## config.mk

```make
export PLATFORM = sky130hd
export DESIGN_NAME = pmbp_top
export DESIGN_NICKNAME = d
export VERILOG_FILES = /design/src/pmbp_pkg.sv /design/src/pmbp_region_decode.sv /design/src/pmbp_region_select.sv /design/src/pmbp_top.sv
export SDC_FILE = /design/constraint.sdc
export NUM_CORES = 1
export LEC_CHECK = 0
export BUFFER_PORTS_ARGS = -buffer_cell sky130_fd_sc_hd__buf_2
export CAP_MARGIN = 20
export CORE_MARGIN = 3
export CORE_UTILIZATION = 35
export DETAILED_ROUTE_END_ITERATION = 10
export GPL_TIMING_DRIVEN = 0
export SLEW_MARGIN = 20
export SYNTH_ARGS = -nofsm -noshare
export SYNTH_HDL_FRONTEND = slang
export SYNTH_HIERARCHICAL = 1
export SYNTH_SLANG_ARGS = --single-unit
```

## constraint.sdc

```tcl
create_clock -name core_clk_in -period 7.05 [get_ports core_clk_in]
set_input_delay 1.41 -clock core_clk_in [delete_from_list [all_inputs] [get_ports core_clk_in]]
set_output_delay 1.41 -clock core_clk_in [all_outputs]
set_load 0.01 [all_outputs]
```

## src/pmbp_pkg.sv

```systemverilog
/*
 * Constants, types and field layout for the program memory block
 * protection logic.
 * Assumes a single core clock and 22-bit program space addresses.
 */
package pmbp_pkg;

  // ***********************************************************
  // address map
  // ***********************************************************
  localparam logic [21:0] PMBP_BOOT_END_SMALL = 22'h0007FF;
  localparam logic [21:0] PMBP_BOOT_END_LARGE = 22'h000FFF;
  localparam logic [21:0] PMBP_BLK0_START = 22'h001000;
  localparam logic [21:0] PMBP_BLK0_END = 22'h001FFF;
  localparam logic [21:0] PMBP_BLK1_START = 22'h002000;
  localparam logic [21:0] PMBP_BLK1_END = 22'h003FFF;
  localparam logic [21:0] PMBP_ID_START = 22'h200000;
  localparam logic [21:0] PMBP_ID_END = 22'h200007;
  localparam logic [21:0] PMBP_DEVID_LO = 22'h3FFFFE;
  localparam logic [21:0] PMBP_DEVID_HI = 22'h3FFFFF;
  localparam logic [21:0] PMBP_CFG_START = 22'h300000;
  localparam logic [21:0] PMBP_CFG_END = 22'h30000D;

  // ***********************************************************
  // protection register offsets
  // ***********************************************************
  localparam logic [21:0] PMBP_BLOCK_CODE_PROTECT_LOW = 22'h300008;
  localparam logic [21:0] PMBP_BOOT_CODE_PROTECT_HIGH = 22'h300009;
  localparam logic [21:0] PMBP_BLOCK_WRITE_PROTECT_LOW = 22'h30000A;
  localparam logic [21:0] PMBP_BOOT_CONFIG_WRITE_PROTECT_HIGH = 22'h30000B;
  localparam logic [21:0] PMBP_BLOCK_TABLE_READ_PROTECT_LOW = 22'h30000C;
  localparam logic [21:0] PMBP_BOOT_TABLE_READ_PROTECT_HIGH = 22'h30000D;

  // ***********************************************************
  // field positions and reset values
  // ***********************************************************
  localparam int PMBP_BLK0_BIT = 0;
  localparam int PMBP_BLK1_BIT = 1;
  localparam int PMBP_BOOT_BIT = 6;
  localparam int PMBP_CFGWP_BIT = 5;
  localparam logic [7:0] PMBP_CFG_RESET = 8'hFF;
  localparam logic [7:0] PMBP_ID_RESET = 8'hFF;
  localparam logic [7:0] PMBP_DEVID_LO_VAL = 8'h5A; // arbitrary
  localparam logic [7:0] PMBP_DEVID_HI_VAL = 8'hA5; // arbitrary
  localparam int PMBP_NUM_REGIONS = 3;
  localparam int PMBP_NUM_ID = 8;
  localparam int PMBP_NUM_CFG = 14;

  // ***********************************************************
  // types
  // ***********************************************************
  typedef enum logic [1:0] {
    PMBP_REG_BOOT,
    PMBP_REG_BLK0,
    PMBP_REG_BLK1,
    PMBP_REG_NONE
  } pmbp_region_t;

  typedef struct packed {
    logic code_protect;
    logic write_protect;
    logic external_read_protect;
  } pmbp_region_bits_t;

  // access request from core or programmer
  typedef struct packed {
    logic valid;
    logic write;
    logic [21:0] addr;
    logic [7:0] wdata;
  } pmbp_req_t;

  // programmer erase command
  typedef enum logic [2:0] {
    PMBP_ERASE_NONE,
    PMBP_ERASE_CHIP,
    PMBP_ERASE_BOOT,
    PMBP_ERASE_BLK0,
    PMBP_ERASE_BLK1
  } pmbp_erase_t;

endpackage

```

## src/pmbp_region_decode.sv

```systemverilog
/*
 * Decodes a program address to its protection region.
 * Assumes the boot size strap is steady while in use.
 */
module pmbp_region_decode
  import pmbp_pkg::*;
(
  input wire logic [21:0] addr_in,
  input wire logic boot_large_in,
  output pmbp_region_t region_out
);

  // ***********************************************************
  // region compare
  // ***********************************************************
  logic [21:0] boot_end;
  assign boot_end = boot_large_in ? PMBP_BOOT_END_LARGE
                                  : PMBP_BOOT_END_SMALL;

  // boot from zero, block 0 and block 1 at fixed bounds
  always_comb begin
    if (addr_in <= boot_end) begin
      region_out = PMBP_REG_BOOT;
    end else if (addr_in >= PMBP_BLK0_START &&
                 addr_in <= PMBP_BLK0_END) begin
      region_out = PMBP_REG_BLK0;
    end else if (addr_in >= PMBP_BLK1_START &&
                 addr_in <= PMBP_BLK1_END) begin
      region_out = PMBP_REG_BLK1;
    end else begin
      region_out = PMBP_REG_NONE;
    end
  end

endmodule // pmbp_region_decode

```

## src/pmbp_region_select.sv

```systemverilog
/*
 * Picks the protection bits of one region.
 * Assumes a region code from the region decoder.
 */
module pmbp_region_select
  import pmbp_pkg::*;
(
  input wire pmbp_region_t region_in,
  input wire pmbp_region_bits_t [PMBP_NUM_REGIONS-1:0] bits_in,
  output pmbp_region_bits_t sel_out,
  output logic in_region_out
);

  // ***********************************************************
  // select; address outside every region reads back as all ones
  // ***********************************************************
  always_comb begin
    in_region_out = 1'b1;
    case (region_in)
      PMBP_REG_BOOT: sel_out = bits_in[0];
      PMBP_REG_BLK0: sel_out = bits_in[1];
      PMBP_REG_BLK1: sel_out = bits_in[2];
      default: begin
        sel_out = '{1'b1, 1'b1, 1'b1};
        in_region_out = 1'b0;
      end
    endcase
  end

endmodule // pmbp_region_select

```

## src/pmbp_top.sv

```systemverilog
/*
 * Program memory block protection: holds protection bits, user ID
 * bytes and device ID, and judges core table and programmer accesses.
 * Assumes one request per port per cycle and an external flash array
 * that performs permitted accesses; read data is returned one cycle
 * after the request.
 */
module pmbp_top
  import pmbp_pkg::*;
(
  input wire logic core_clk_in,
  input wire logic rst_n_in,
  input wire logic clk_en_in,
  input wire logic boot_large_in,
  input wire pmbp_req_t core_req_in,
  input wire logic [21:0] core_fetch_addr_in,
  input wire pmbp_req_t prog_req_in,
  input wire pmbp_erase_t prog_erase_in,
  input wire logic [7:0] flash_rdata_in,
  output logic flash_access_out,
  output logic flash_write_out,
  output logic [21:0] flash_addr_out,
  output logic [7:0] flash_wdata_out,
  output logic core_rvalid_out,
  output logic [7:0] core_rdata_out,
  output logic core_refused_out,
  output logic prog_rvalid_out,
  output logic [7:0] prog_rdata_out,
  output logic prog_refused_out,
  output logic [PMBP_NUM_REGIONS-1:0] region_erase_out
);

  // ***********************************************************
  // state
  // ***********************************************************
  pmbp_region_bits_t [PMBP_NUM_REGIONS-1:0] region_bits;
  logic config_write_protect;
  logic [7:0] id_mem [PMBP_NUM_ID];

  // ***********************************************************
  // region decode of core target, core fetch and programmer
  // ***********************************************************
  pmbp_region_t core_region;
  pmbp_region_t fetch_region;
  pmbp_region_t prog_region;
  pmbp_region_bits_t core_bits;
  pmbp_region_bits_t prog_bits;
  logic core_in_region;
  logic prog_in_region;

  pmbp_region_decode u_dec_core (
    .addr_in(core_req_in.addr),
    .boot_large_in(boot_large_in),
    .region_out(core_region)
  );

  pmbp_region_decode u_dec_fetch (
    .addr_in(core_fetch_addr_in),
    .boot_large_in(boot_large_in),
    .region_out(fetch_region)
  );

  pmbp_region_decode u_dec_prog (
    .addr_in(prog_req_in.addr),
    .boot_large_in(boot_large_in),
    .region_out(prog_region)
  );

  pmbp_region_select u_sel_core (
    .region_in(core_region),
    .bits_in(region_bits),
    .sel_out(core_bits),
    .in_region_out(core_in_region)
  );

  pmbp_region_select u_sel_prog (
    .region_in(prog_region),
    .bits_in(region_bits),
    .sel_out(prog_bits),
    .in_region_out(prog_in_region)
  );

  // ***********************************************************
  // address class helpers
  // ***********************************************************
  function automatic logic is_id(input logic [21:0] a);
    is_id = (a >= PMBP_ID_START) && (a <= PMBP_ID_END);
  endfunction

  function automatic logic is_cfg(input logic [21:0] a);
    is_cfg = (a >= PMBP_CFG_START) && (a <= PMBP_CFG_END);
  endfunction

  function automatic logic is_devid(input logic [21:0] a);
    is_devid = (a == PMBP_DEVID_LO) || (a == PMBP_DEVID_HI);
  endfunction

  // read view of a configuration byte; unused bits read as zero
  function automatic logic [7:0] cfg_view(
    input logic [21:0] a,
    input pmbp_region_bits_t [PMBP_NUM_REGIONS-1:0] rb,
    input logic cwp
  );
    logic [7:0] v;
    v = 8'h00;
    case (a)
      PMBP_BLOCK_CODE_PROTECT_LOW: begin
        v[PMBP_BLK0_BIT] = rb[1].code_protect;
        v[PMBP_BLK1_BIT] = rb[2].code_protect;
      end
      PMBP_BOOT_CODE_PROTECT_HIGH:
        v[PMBP_BOOT_BIT] = rb[0].code_protect;
      PMBP_BLOCK_WRITE_PROTECT_LOW: begin
        v[PMBP_BLK0_BIT] = rb[1].write_protect;
        v[PMBP_BLK1_BIT] = rb[2].write_protect;
      end
      PMBP_BOOT_CONFIG_WRITE_PROTECT_HIGH: begin
        v[PMBP_BOOT_BIT] = rb[0].write_protect;
        v[PMBP_CFGWP_BIT] = cwp;
      end
      PMBP_BLOCK_TABLE_READ_PROTECT_LOW: begin
        v[PMBP_BLK0_BIT] = rb[1].external_read_protect;
        v[PMBP_BLK1_BIT] = rb[2].external_read_protect;
      end
      PMBP_BOOT_TABLE_READ_PROTECT_HIGH:
        v[PMBP_BOOT_BIT] = rb[0].external_read_protect;
      default: v = 8'h00;
    endcase
    cfg_view = v;
  endfunction

  // ***********************************************************
  // core access judgement
  // ***********************************************************
  logic core_flash_ok;
  logic core_zero_read;
  logic core_cfg_wr_ok;
  logic core_id_ok;

  // code-protect is not consulted for core accesses
  always_comb begin
    core_flash_ok = 1'b0;
    core_zero_read = 1'b0;
    core_cfg_wr_ok = 1'b0;
    core_id_ok = 1'b0;
    if (core_req_in.valid && !prog_req_in.valid) begin
      if (core_in_region) begin
        if (core_req_in.write) begin
          core_flash_ok = core_bits.write_protect;
        end else begin
          core_flash_ok = 1'b1;
          core_zero_read = !core_bits.external_read_protect &&
                           (fetch_region != core_region);
        end
      end else if (is_id(core_req_in.addr)) begin
        core_id_ok = 1'b1;
      end else if (is_cfg(core_req_in.addr)) begin
        core_cfg_wr_ok = core_req_in.write &&
                         config_write_protect;
      end
    end
  end

  // ***********************************************************
  // programmer access judgement
  // ***********************************************************
  logic prog_flash_ok;
  logic prog_cfg_wr;
  logic prog_id_ok;

  always_comb begin
    prog_flash_ok = 1'b0;
    prog_cfg_wr = 1'b0;
    prog_id_ok = 1'b0;
    if (prog_req_in.valid) begin
      if (prog_in_region) begin
        prog_flash_ok = prog_bits.code_protect;
      end else if (is_id(prog_req_in.addr)) begin
        prog_id_ok = 1'b1;
      end else if (is_cfg(prog_req_in.addr)) begin
        prog_cfg_wr = prog_req_in.write;
      end
    end
  end

  // ***********************************************************
  // flash array command (programmer has priority)
  // ***********************************************************
  always_comb begin
    flash_access_out = 1'b0;
    flash_write_out = 1'b0;
    flash_addr_out = core_req_in.addr;
    flash_wdata_out = core_req_in.wdata;
    if (clk_en_in && prog_flash_ok) begin
      flash_access_out = 1'b1;
      flash_write_out = prog_req_in.write;
      flash_addr_out = prog_req_in.addr;
      flash_wdata_out = prog_req_in.wdata;
    end else if (clk_en_in && core_flash_ok) begin
      flash_access_out = 1'b1;
      flash_write_out = core_req_in.write;
    end
  end

  // ***********************************************************
  // erase decode, only from the programmer port
  // ***********************************************************
  logic [PMBP_NUM_REGIONS-1:0] erase_hit;
  always_comb begin
    case (prog_erase_in)
      PMBP_ERASE_CHIP: erase_hit = 3'h7;
      PMBP_ERASE_BOOT: erase_hit = 3'h1;
      PMBP_ERASE_BLK0: erase_hit = 3'h2;
      PMBP_ERASE_BLK1: erase_hit = 3'h4;
      default: erase_hit = 3'h0;
    endcase
  end
  assign region_erase_out = clk_en_in ? erase_hit : 3'h0;

  // ***********************************************************
  // configuration byte writes: clear-only per bit
  // ***********************************************************
  logic cfg_wr;
  logic [21:0] cfg_wr_addr;
  logic [7:0] cfg_wr_data;
  assign cfg_wr = prog_cfg_wr || core_cfg_wr_ok;
  assign cfg_wr_addr = prog_cfg_wr ? prog_req_in.addr : core_req_in.addr;
  assign cfg_wr_data = prog_cfg_wr ? prog_req_in.wdata : core_req_in.wdata;

  // one protection slice per region
  genvar g;
  generate
    for (g = 0; g < PMBP_NUM_REGIONS; g++) begin : g_region
      localparam int BIT = (g == 0) ? PMBP_BOOT_BIT : (g - 1);
      localparam logic [21:0] CP_A = (g == 0) ?
        PMBP_BOOT_CODE_PROTECT_HIGH : PMBP_BLOCK_CODE_PROTECT_LOW;
      localparam logic [21:0] WP_A = (g == 0) ?
        PMBP_BOOT_CONFIG_WRITE_PROTECT_HIGH : PMBP_BLOCK_WRITE_PROTECT_LOW;
      localparam logic [21:0] RP_A = (g == 0) ?
        PMBP_BOOT_TABLE_READ_PROTECT_HIGH :
        PMBP_BLOCK_TABLE_READ_PROTECT_LOW;
      always_ff @(posedge core_clk_in) begin
        if (!rst_n_in) begin
          region_bits[g] <= '{1'b1, 1'b1, 1'b1};
        end else if (clk_en_in) begin
          if (erase_hit[g]) begin
            region_bits[g] <= '{1'b1, 1'b1, 1'b1};
          end else if (cfg_wr) begin
            // and-in written value: only 1 to 0 transitions
            if (cfg_wr_addr == CP_A && prog_cfg_wr) begin
              region_bits[g].code_protect <=
                region_bits[g].code_protect & cfg_wr_data[BIT];
            end
            if (cfg_wr_addr == WP_A) begin
              region_bits[g].write_protect <=
                region_bits[g].write_protect & cfg_wr_data[BIT];
            end
            if (cfg_wr_addr == RP_A) begin
              region_bits[g].external_read_protect <=
                region_bits[g].external_read_protect &
                cfg_wr_data[BIT];
            end
          end
        end
      end
    end
  endgenerate

  // configuration write-protect: programmer only, clear-only
  always_ff @(posedge core_clk_in) begin
    if (!rst_n_in) begin
      config_write_protect <= 1'b1;
    end else if (clk_en_in) begin
      if (prog_erase_in == PMBP_ERASE_CHIP) begin
        config_write_protect <= 1'b1;
      end else if (prog_cfg_wr &&
                   prog_req_in.addr ==
                   PMBP_BOOT_CONFIG_WRITE_PROTECT_HIGH) begin
        config_write_protect <= config_write_protect &
                                prog_req_in.wdata[PMBP_CFGWP_BIT];
      end
    end
  end

  // ***********************************************************
  // user ID bytes
  // ***********************************************************
  logic id_wr;
  logic [2:0] id_idx;
  logic [7:0] id_wdata;
  assign id_wr = (prog_id_ok && prog_req_in.write) ||
                 (core_id_ok && core_req_in.write);
  assign id_idx = prog_id_ok ? prog_req_in.addr[2:0]
                             : core_req_in.addr[2:0];
  assign id_wdata = prog_id_ok ? prog_req_in.wdata : core_req_in.wdata;

  always_ff @(posedge core_clk_in) begin
    if (!rst_n_in) begin
      for (int i = 0; i < PMBP_NUM_ID; i++) begin
        id_mem[i] <= PMBP_ID_RESET;
      end
    end else if (clk_en_in) begin
      if (prog_erase_in == PMBP_ERASE_CHIP) begin
        for (int i = 0; i < PMBP_NUM_ID; i++) begin
          id_mem[i] <= PMBP_ID_RESET;
        end
      end else if (id_wr) begin
        id_mem[id_idx] <= id_wdata;
      end
    end
  end

  // ***********************************************************
  // read data staging: select captured at request, data next cycle
  // ***********************************************************
  typedef enum logic [2:0] {
    PMBP_SRC_FLASH,
    PMBP_SRC_ZERO,
    PMBP_SRC_ID,
    PMBP_SRC_CFG,
    PMBP_SRC_DEVID
  } pmbp_src_t;

  logic [7:0] core_local;
  pmbp_src_t core_src;
  always_comb begin
    core_src = PMBP_SRC_ZERO;
    core_local = 8'h00;
    if (core_flash_ok) begin
      core_src = core_zero_read ? PMBP_SRC_ZERO : PMBP_SRC_FLASH;
    end else if (core_id_ok) begin
      core_src = PMBP_SRC_ID;
      core_local = id_mem[core_req_in.addr[2:0]];
    end else if (is_cfg(core_req_in.addr)) begin
      core_src = PMBP_SRC_CFG;
      core_local = cfg_view(core_req_in.addr, region_bits,
                            config_write_protect);
    end else if (is_devid(core_req_in.addr)) begin
      core_src = PMBP_SRC_DEVID;
      core_local = (core_req_in.addr == PMBP_DEVID_LO) ?
                   PMBP_DEVID_LO_VAL : PMBP_DEVID_HI_VAL;
    end
  end

  logic core_rd_take;
  logic core_from_flash;
  logic [7:0] core_hold;
  assign core_rd_take = core_req_in.valid && !core_req_in.write &&
                        !prog_req_in.valid;

  // core read answer, and refusal flag for blocked writes
  always_ff @(posedge core_clk_in) begin
    if (!rst_n_in) begin
      core_rvalid_out <= 1'b0;
      core_refused_out <= 1'b0;
      core_from_flash <= 1'b0;
      core_hold <= 8'h00;
    end else if (clk_en_in) begin
      core_rvalid_out <= core_rd_take;
      core_from_flash <= core_rd_take && core_src == PMBP_SRC_FLASH;
      core_hold <= core_local; // zero when read-protected
      core_refused_out <= core_req_in.valid && core_req_in.write &&
                          !prog_req_in.valid && !core_flash_ok &&
                          !core_id_ok && !core_cfg_wr_ok;
    end
  end
  assign core_rdata_out = core_from_flash ? flash_rdata_in : core_hold;

  logic prog_from_flash;
  logic [7:0] prog_hold;
  always_ff @(posedge core_clk_in) begin
    if (!rst_n_in) begin
      prog_rvalid_out <= 1'b0;
      prog_refused_out <= 1'b0;
      prog_from_flash <= 1'b0;
      prog_hold <= 8'h00;
    end else if (clk_en_in) begin
      prog_rvalid_out <= prog_req_in.valid && !prog_req_in.write;
      prog_from_flash <= prog_flash_ok && !prog_req_in.write;
      prog_hold <= prog_id_ok ? id_mem[prog_req_in.addr[2:0]] :
                   cfg_view(prog_req_in.addr, region_bits,
                            config_write_protect);
      prog_refused_out <= prog_req_in.valid && prog_in_region &&
                          !prog_bits.code_protect;
    end
  end
  assign prog_rdata_out = prog_from_flash ? flash_rdata_in : prog_hold;

endmodule // pmbp_top

```

### After elaboration in Yosys (flattened, before gate mapping)

Memories as Yosys holds them, arrays and structs flattened.
Index checks and enable logic that the tools add are counted.

| storage, ports and cells | value |
|---|---|
| bits in registers | 32 |
| RAM bits | 64 |
| bits of input ports | 101 |
| output and inout port bits | 55 |
| logic and storage cells | 266 |
| memories | 1 |

Memory list:

| name | words | bits a word | rd ports | clocked after memory_dff | wr ports | line | RTL |
|---|---|---|---|---|---|---|---|
| id_mem | 8 | 8 | 2 | 0 | 8 | pmbp_top.sv:38 | `logic [7:0] id_mem [PMBP_NUM_ID];` |

| operators by class | value |
|---|---|
| $lt $le $gt $ge | 23 |
| equality and inequality tests | 29 |
| muxes and demuxes | 105 |
| bitwise logic cells | 18 |
| reductions and logical operators | 72 |

Operators by type and width:

| cell | count |
|---|---|
| $eq 22x22->1 const B | 20 |
| $mux 8 | 19 |
| $ge 22x22->1 const B | 4 |
| $le 22x22->1 const B | 4 |
| $ge 22x13->1 const B | 3 |
| $ge 22x14->1 const B | 3 |
| $le 22x13->1 const B | 3 |
| $le 22x14->1 const B | 3 |
| $le 22x22->1 | 3 |
| $mux 1 | 56 |
| $mux 22 | 2 |
| $mux 3 | 13 |
| $logic_and 1x1->1 | 32 |
| $reduce_and 3->1 | 9 |
| $reduce_bool 2->1 | 13 |
| $pmux 2 s3 | 3 |
| $mux 12 | 1 |
| $mux 2 | 6 |
| $pmux 3 s4 | 1 |
| $and 1x1->1 | 10 |
| $pmux 3 s3 | 1 |
| $logic_not 1->1 | 8 |
| $or 1x1->1 | 8 |
| $reduce_or 8->1 | 1 |
| other kinds (13) | 21 |

### Depth between registers and ports, before layout

| depth | value |
|---|---|
| depth after elaboration | 19 |
| depth in mapped cells | 12 |
| gate-level depth less buffers | 12 |

### Modules after synthesis

Netlist, hierarchy kept.

Modules (own cells, without submodules):

| module | instances | cells each | area each (µm²) | seq. area each (µm²) |
|---|---|---|---|---|
| pmbp_top | 1 | 634 | 6432.4 | 2562.5 |
| pmbp_region_decode | 3 | 13 | 90.1 | 0.0 |
| pmbp_region_select | 2 | 8 | 72.6 | 0.0 |

### Worst setup path after synthesis

No wires, ideal clock.

| timing path | value |
|---|---|
| kind | input -> output |
| start point | in boot_large_in |
| end point | out flash_addr_out[0] |
| arrival | 3.733 ns |
| required time | 5.640 ns |
| path slack | 1.907 ns |
| stages | 11 |
| path buffers | 2 |
| cells stage by stage | inv_1 > ha_1 > nand4_1 > o311a_1 > a211o_1 > mux2_1 > o22a_1 > and4_2 > clkbuf_1 > clkbuf_1 > o21ai_0 |

RTL lines:

| what | line | RTL |
|---|---|---|
| start: declaration | pmbp_top.sv:14 | `input wire logic boot_large_in,` |
| end: declaration | pmbp_top.sv:22 | `output logic [21:0] flash_addr_out,` |

==> results.py <==
metrics = {
    "status": {
        "status": "completed",
    },
    "setup_path": {
        "critPathSlowestCell": "clkbuf_1",
        "r2r_setup_slack_ps": 5130,
        "crit_path_start_kind": "primary input",
        "worstSetupPathType": "in2out",
        "required_ps": 5640,
        "cp.arrival_ps": 4340,
        "end_kind": "output pin",
        "path_buf_inv": 5,
        "crit_family": "buffers and inverters",
        "cp_cell_sequence": "buf_2 -> inv_1 -> ha_1 -> nand4_1 -> o311a_1 -> a211o_1 -> mux2_1 -> o22a_1 -> and4_2 -> clkbuf_1 -> clkbuf_1 -> nand2_1 -> nand2_1 -> buf_2",
        "slowest_delay_ps": 470,
        "path_max_fanout": 10,
    },
    "detailed_routing": {
        "antenna_left": 0,
        "dr.pass1.iters": 7,
        "drtIter0Drc": 662,
        "drcViolationCount": 0,
        "routed_wl_mm": 25.08,
        "wl_per_cell_um": 22.53,
        "via_count": 6475,
        "detail_route.vias_per_cell": 5.818,
    },
    "timing": {
        "slew_viol_final": 0,
        "clock_skew_ps": 7.830,
        "period_needed_ps": 5753,
        "clock.fmax_ghz": 0.1738,
        "setup_ws_ps": 1297,
        "hold_ws_ps": 457.7,
        "rsz0062_at_grt": "no",
        "setup_viol": 0,
        "finalCritPeriodShare_pct": 81.61,
        "tns_ps": 0,
        "slew_headroom_pct": 25.39,
        "worst_pin_slew_ps": 1088,
        "hold_violations": 0,
    },
    "synth": {
        "syn_inst": 683,
        "synth_area_mm2": 0.006788,
        "synthesis.nets": 787,
        "syn_area_per_cell_um2": 9.938,
        "yosys_warnings": 6,
    },
    "die": {
        "core-area_mm2": 0.01889,
        "io_pins": 156,
        "die_x_um": 145.3,
        "row_count": 50,
        "initial_core_util_pct": 35.93,
        "die_area_mm2": 0.02110,
        "die-height_um": 145.3,
    },
    "cts": {
        "clk_path_buf_depth": 2,
        "cts.sinks": 96,
        "holdBufCountCts": 0,
        "clk_latency_ps": 360,
        "clk_pin_slew_ps": 60,
        "ctsResizeCount": 0,
        "root_buffer": "clkbuf_16",
        "cts_setup_buffers": 0,
        "cts_max_level": 3,
        "cts_tree": "yes",
        "cts_buffers": 9,
    },
    "layout": {
        "design_area_mm2": 0.008213,
        "syn_to_final_growth_pct": 21.00,
        "layout.nets": 953,
        "layoutNonFillerInstCount": 1113,
        "fillers": 1901,
        "final_layout_size_suffix_gt1_share_pct": 32.71,
        "diodes": 0,
        "post-route-util_pct": 43.47,
    },
    "grt": {
        "track_usage_pct": 23.15,
        "grt_first_pass_wirelength_mm": 37.56,
        "grt_pass1_vias": 6295,
        "grt_max_degree": 17,
        "grt.overflow.total": 0,
        "antenna_found_initial": 0,
    },
    "placement": {
        "dp_slack_ps": 1363,
        "port_buffers": 153,
        "dp.cells": 1098,
        "place_area_mm2": 0.007891,
        "dp_hpwl_mm": 19.59,
        "gp_congestion": 0.9263,
    },
    "power_and_ir_drop": {
        "power_mw": 1.415,
        "leakage_nw": 3.103,
        "power.density_mw_per_mm2": 172.3,
        "ir_drop_v": 0.0001209,
    },
    "job": {
        "cap_viol_max_count": 0,
    },
    "min_path": {
        "hp-class": "reg2reg",
    },
}
[cell type report]
type | count | area (um^2) | area share (%)
Buffer | 45 | 261.5 | 3.184
Clock inverter | 6 | 91.34 | 1.112
Timing Repair Buffer | 155 | 778.2 | 9.476
Multi-Input combinational cell | 527 | 3913 | 47.64
Clock buffer | 9 | 225.2 | 2.742
Inverter | 15 | 56.30 | 0.6856
Tap cell | 260 | 325.3 | 3.961
Sequential cell | 96 | 2562 | 31.20
[sequential cells by signal, summed over array words and instances, names as in the netlist]
signal / cells
core_hold: 8
core_rvalid_out: 1
config_write_protect: 1
core_from_flash: 1
prog_from_flash: 1
id_mem: 64
prog_rvalid_out: 1
prog_hold: 8
core_refused_out: 1
prog_refused_out: 1
region_bits: 9
[cells in the final DEF, fill, tap and decap left out, types with 6 or more instances in the layout]
cell type,count
nor2b_1,12
nand4_1,19
o21ai_1,14
a211o_1,6
nand3b_1,6
nor3_1,9
mux4_2,32
inv_1,15
a21o_1,8
mux2_2,36
clkbuf_1,24
o21ai_0,14
clkbuf_16,9
nor4_1,14
edfxtp_1,64
and2_1,6
buf_6,8
nor2_1,11
nand2_1,126
a21oi_1,6
buf_1,6
nand3_1,80
dfxtp_1,32
mux2i_1,15
nand2b_1,7
buf_2,159
[worst paths after layout]
| check | startpoint | endpoint | cells after the start |
|---|---|---|---|
| worst max-delay path | boot_large_in | flash_addr_out[1] | 14 |
| worst min-delay path | prog_hold[7]$_SDFFE_PN0P_ | prog_hold[7]$_SDFFE_PN0P_ | 2 |
| worst max register to register | region_bits[1]$_SDFFE_PN1P_ | core_hold[4]$_SDFFE_PN0P_ | 6 |
| worst min register to register | prog_hold[7]$_SDFFE_PN0P_ | prog_hold[7]$_SDFFE_PN0P_ | 2 |
[power by group]
group | leakage [nW] | internal (mW) | switching, mW | total (mW)
registers | 0.897 | 0.624 | 0.0160 | 0.640
clock network | 0.156 | 0.311 | 0.228 | 0.540
logic | 2.05 | 0.0980 | 0.138 | 0.236
[worst register-to-register path: stages, from the launching register on]
cell,delay (ps)
dfxtp_1,360
mux2_1,320
o22a_1,210
nand2b_1,140
and3_1,250
or2_2,320
o31ai_1,230
[per-layer routing]
metal,vias to the layer above,share of wire (%),global-route usage (%)
met3,47,7.7,4.997
met1,3128,41,30.32
met5,-,0,0
met2,331,48,38.28
li1,2969,-,-
met4,0,2.7,7.455
Note: power is estimated with default switching activity, not from simulation.
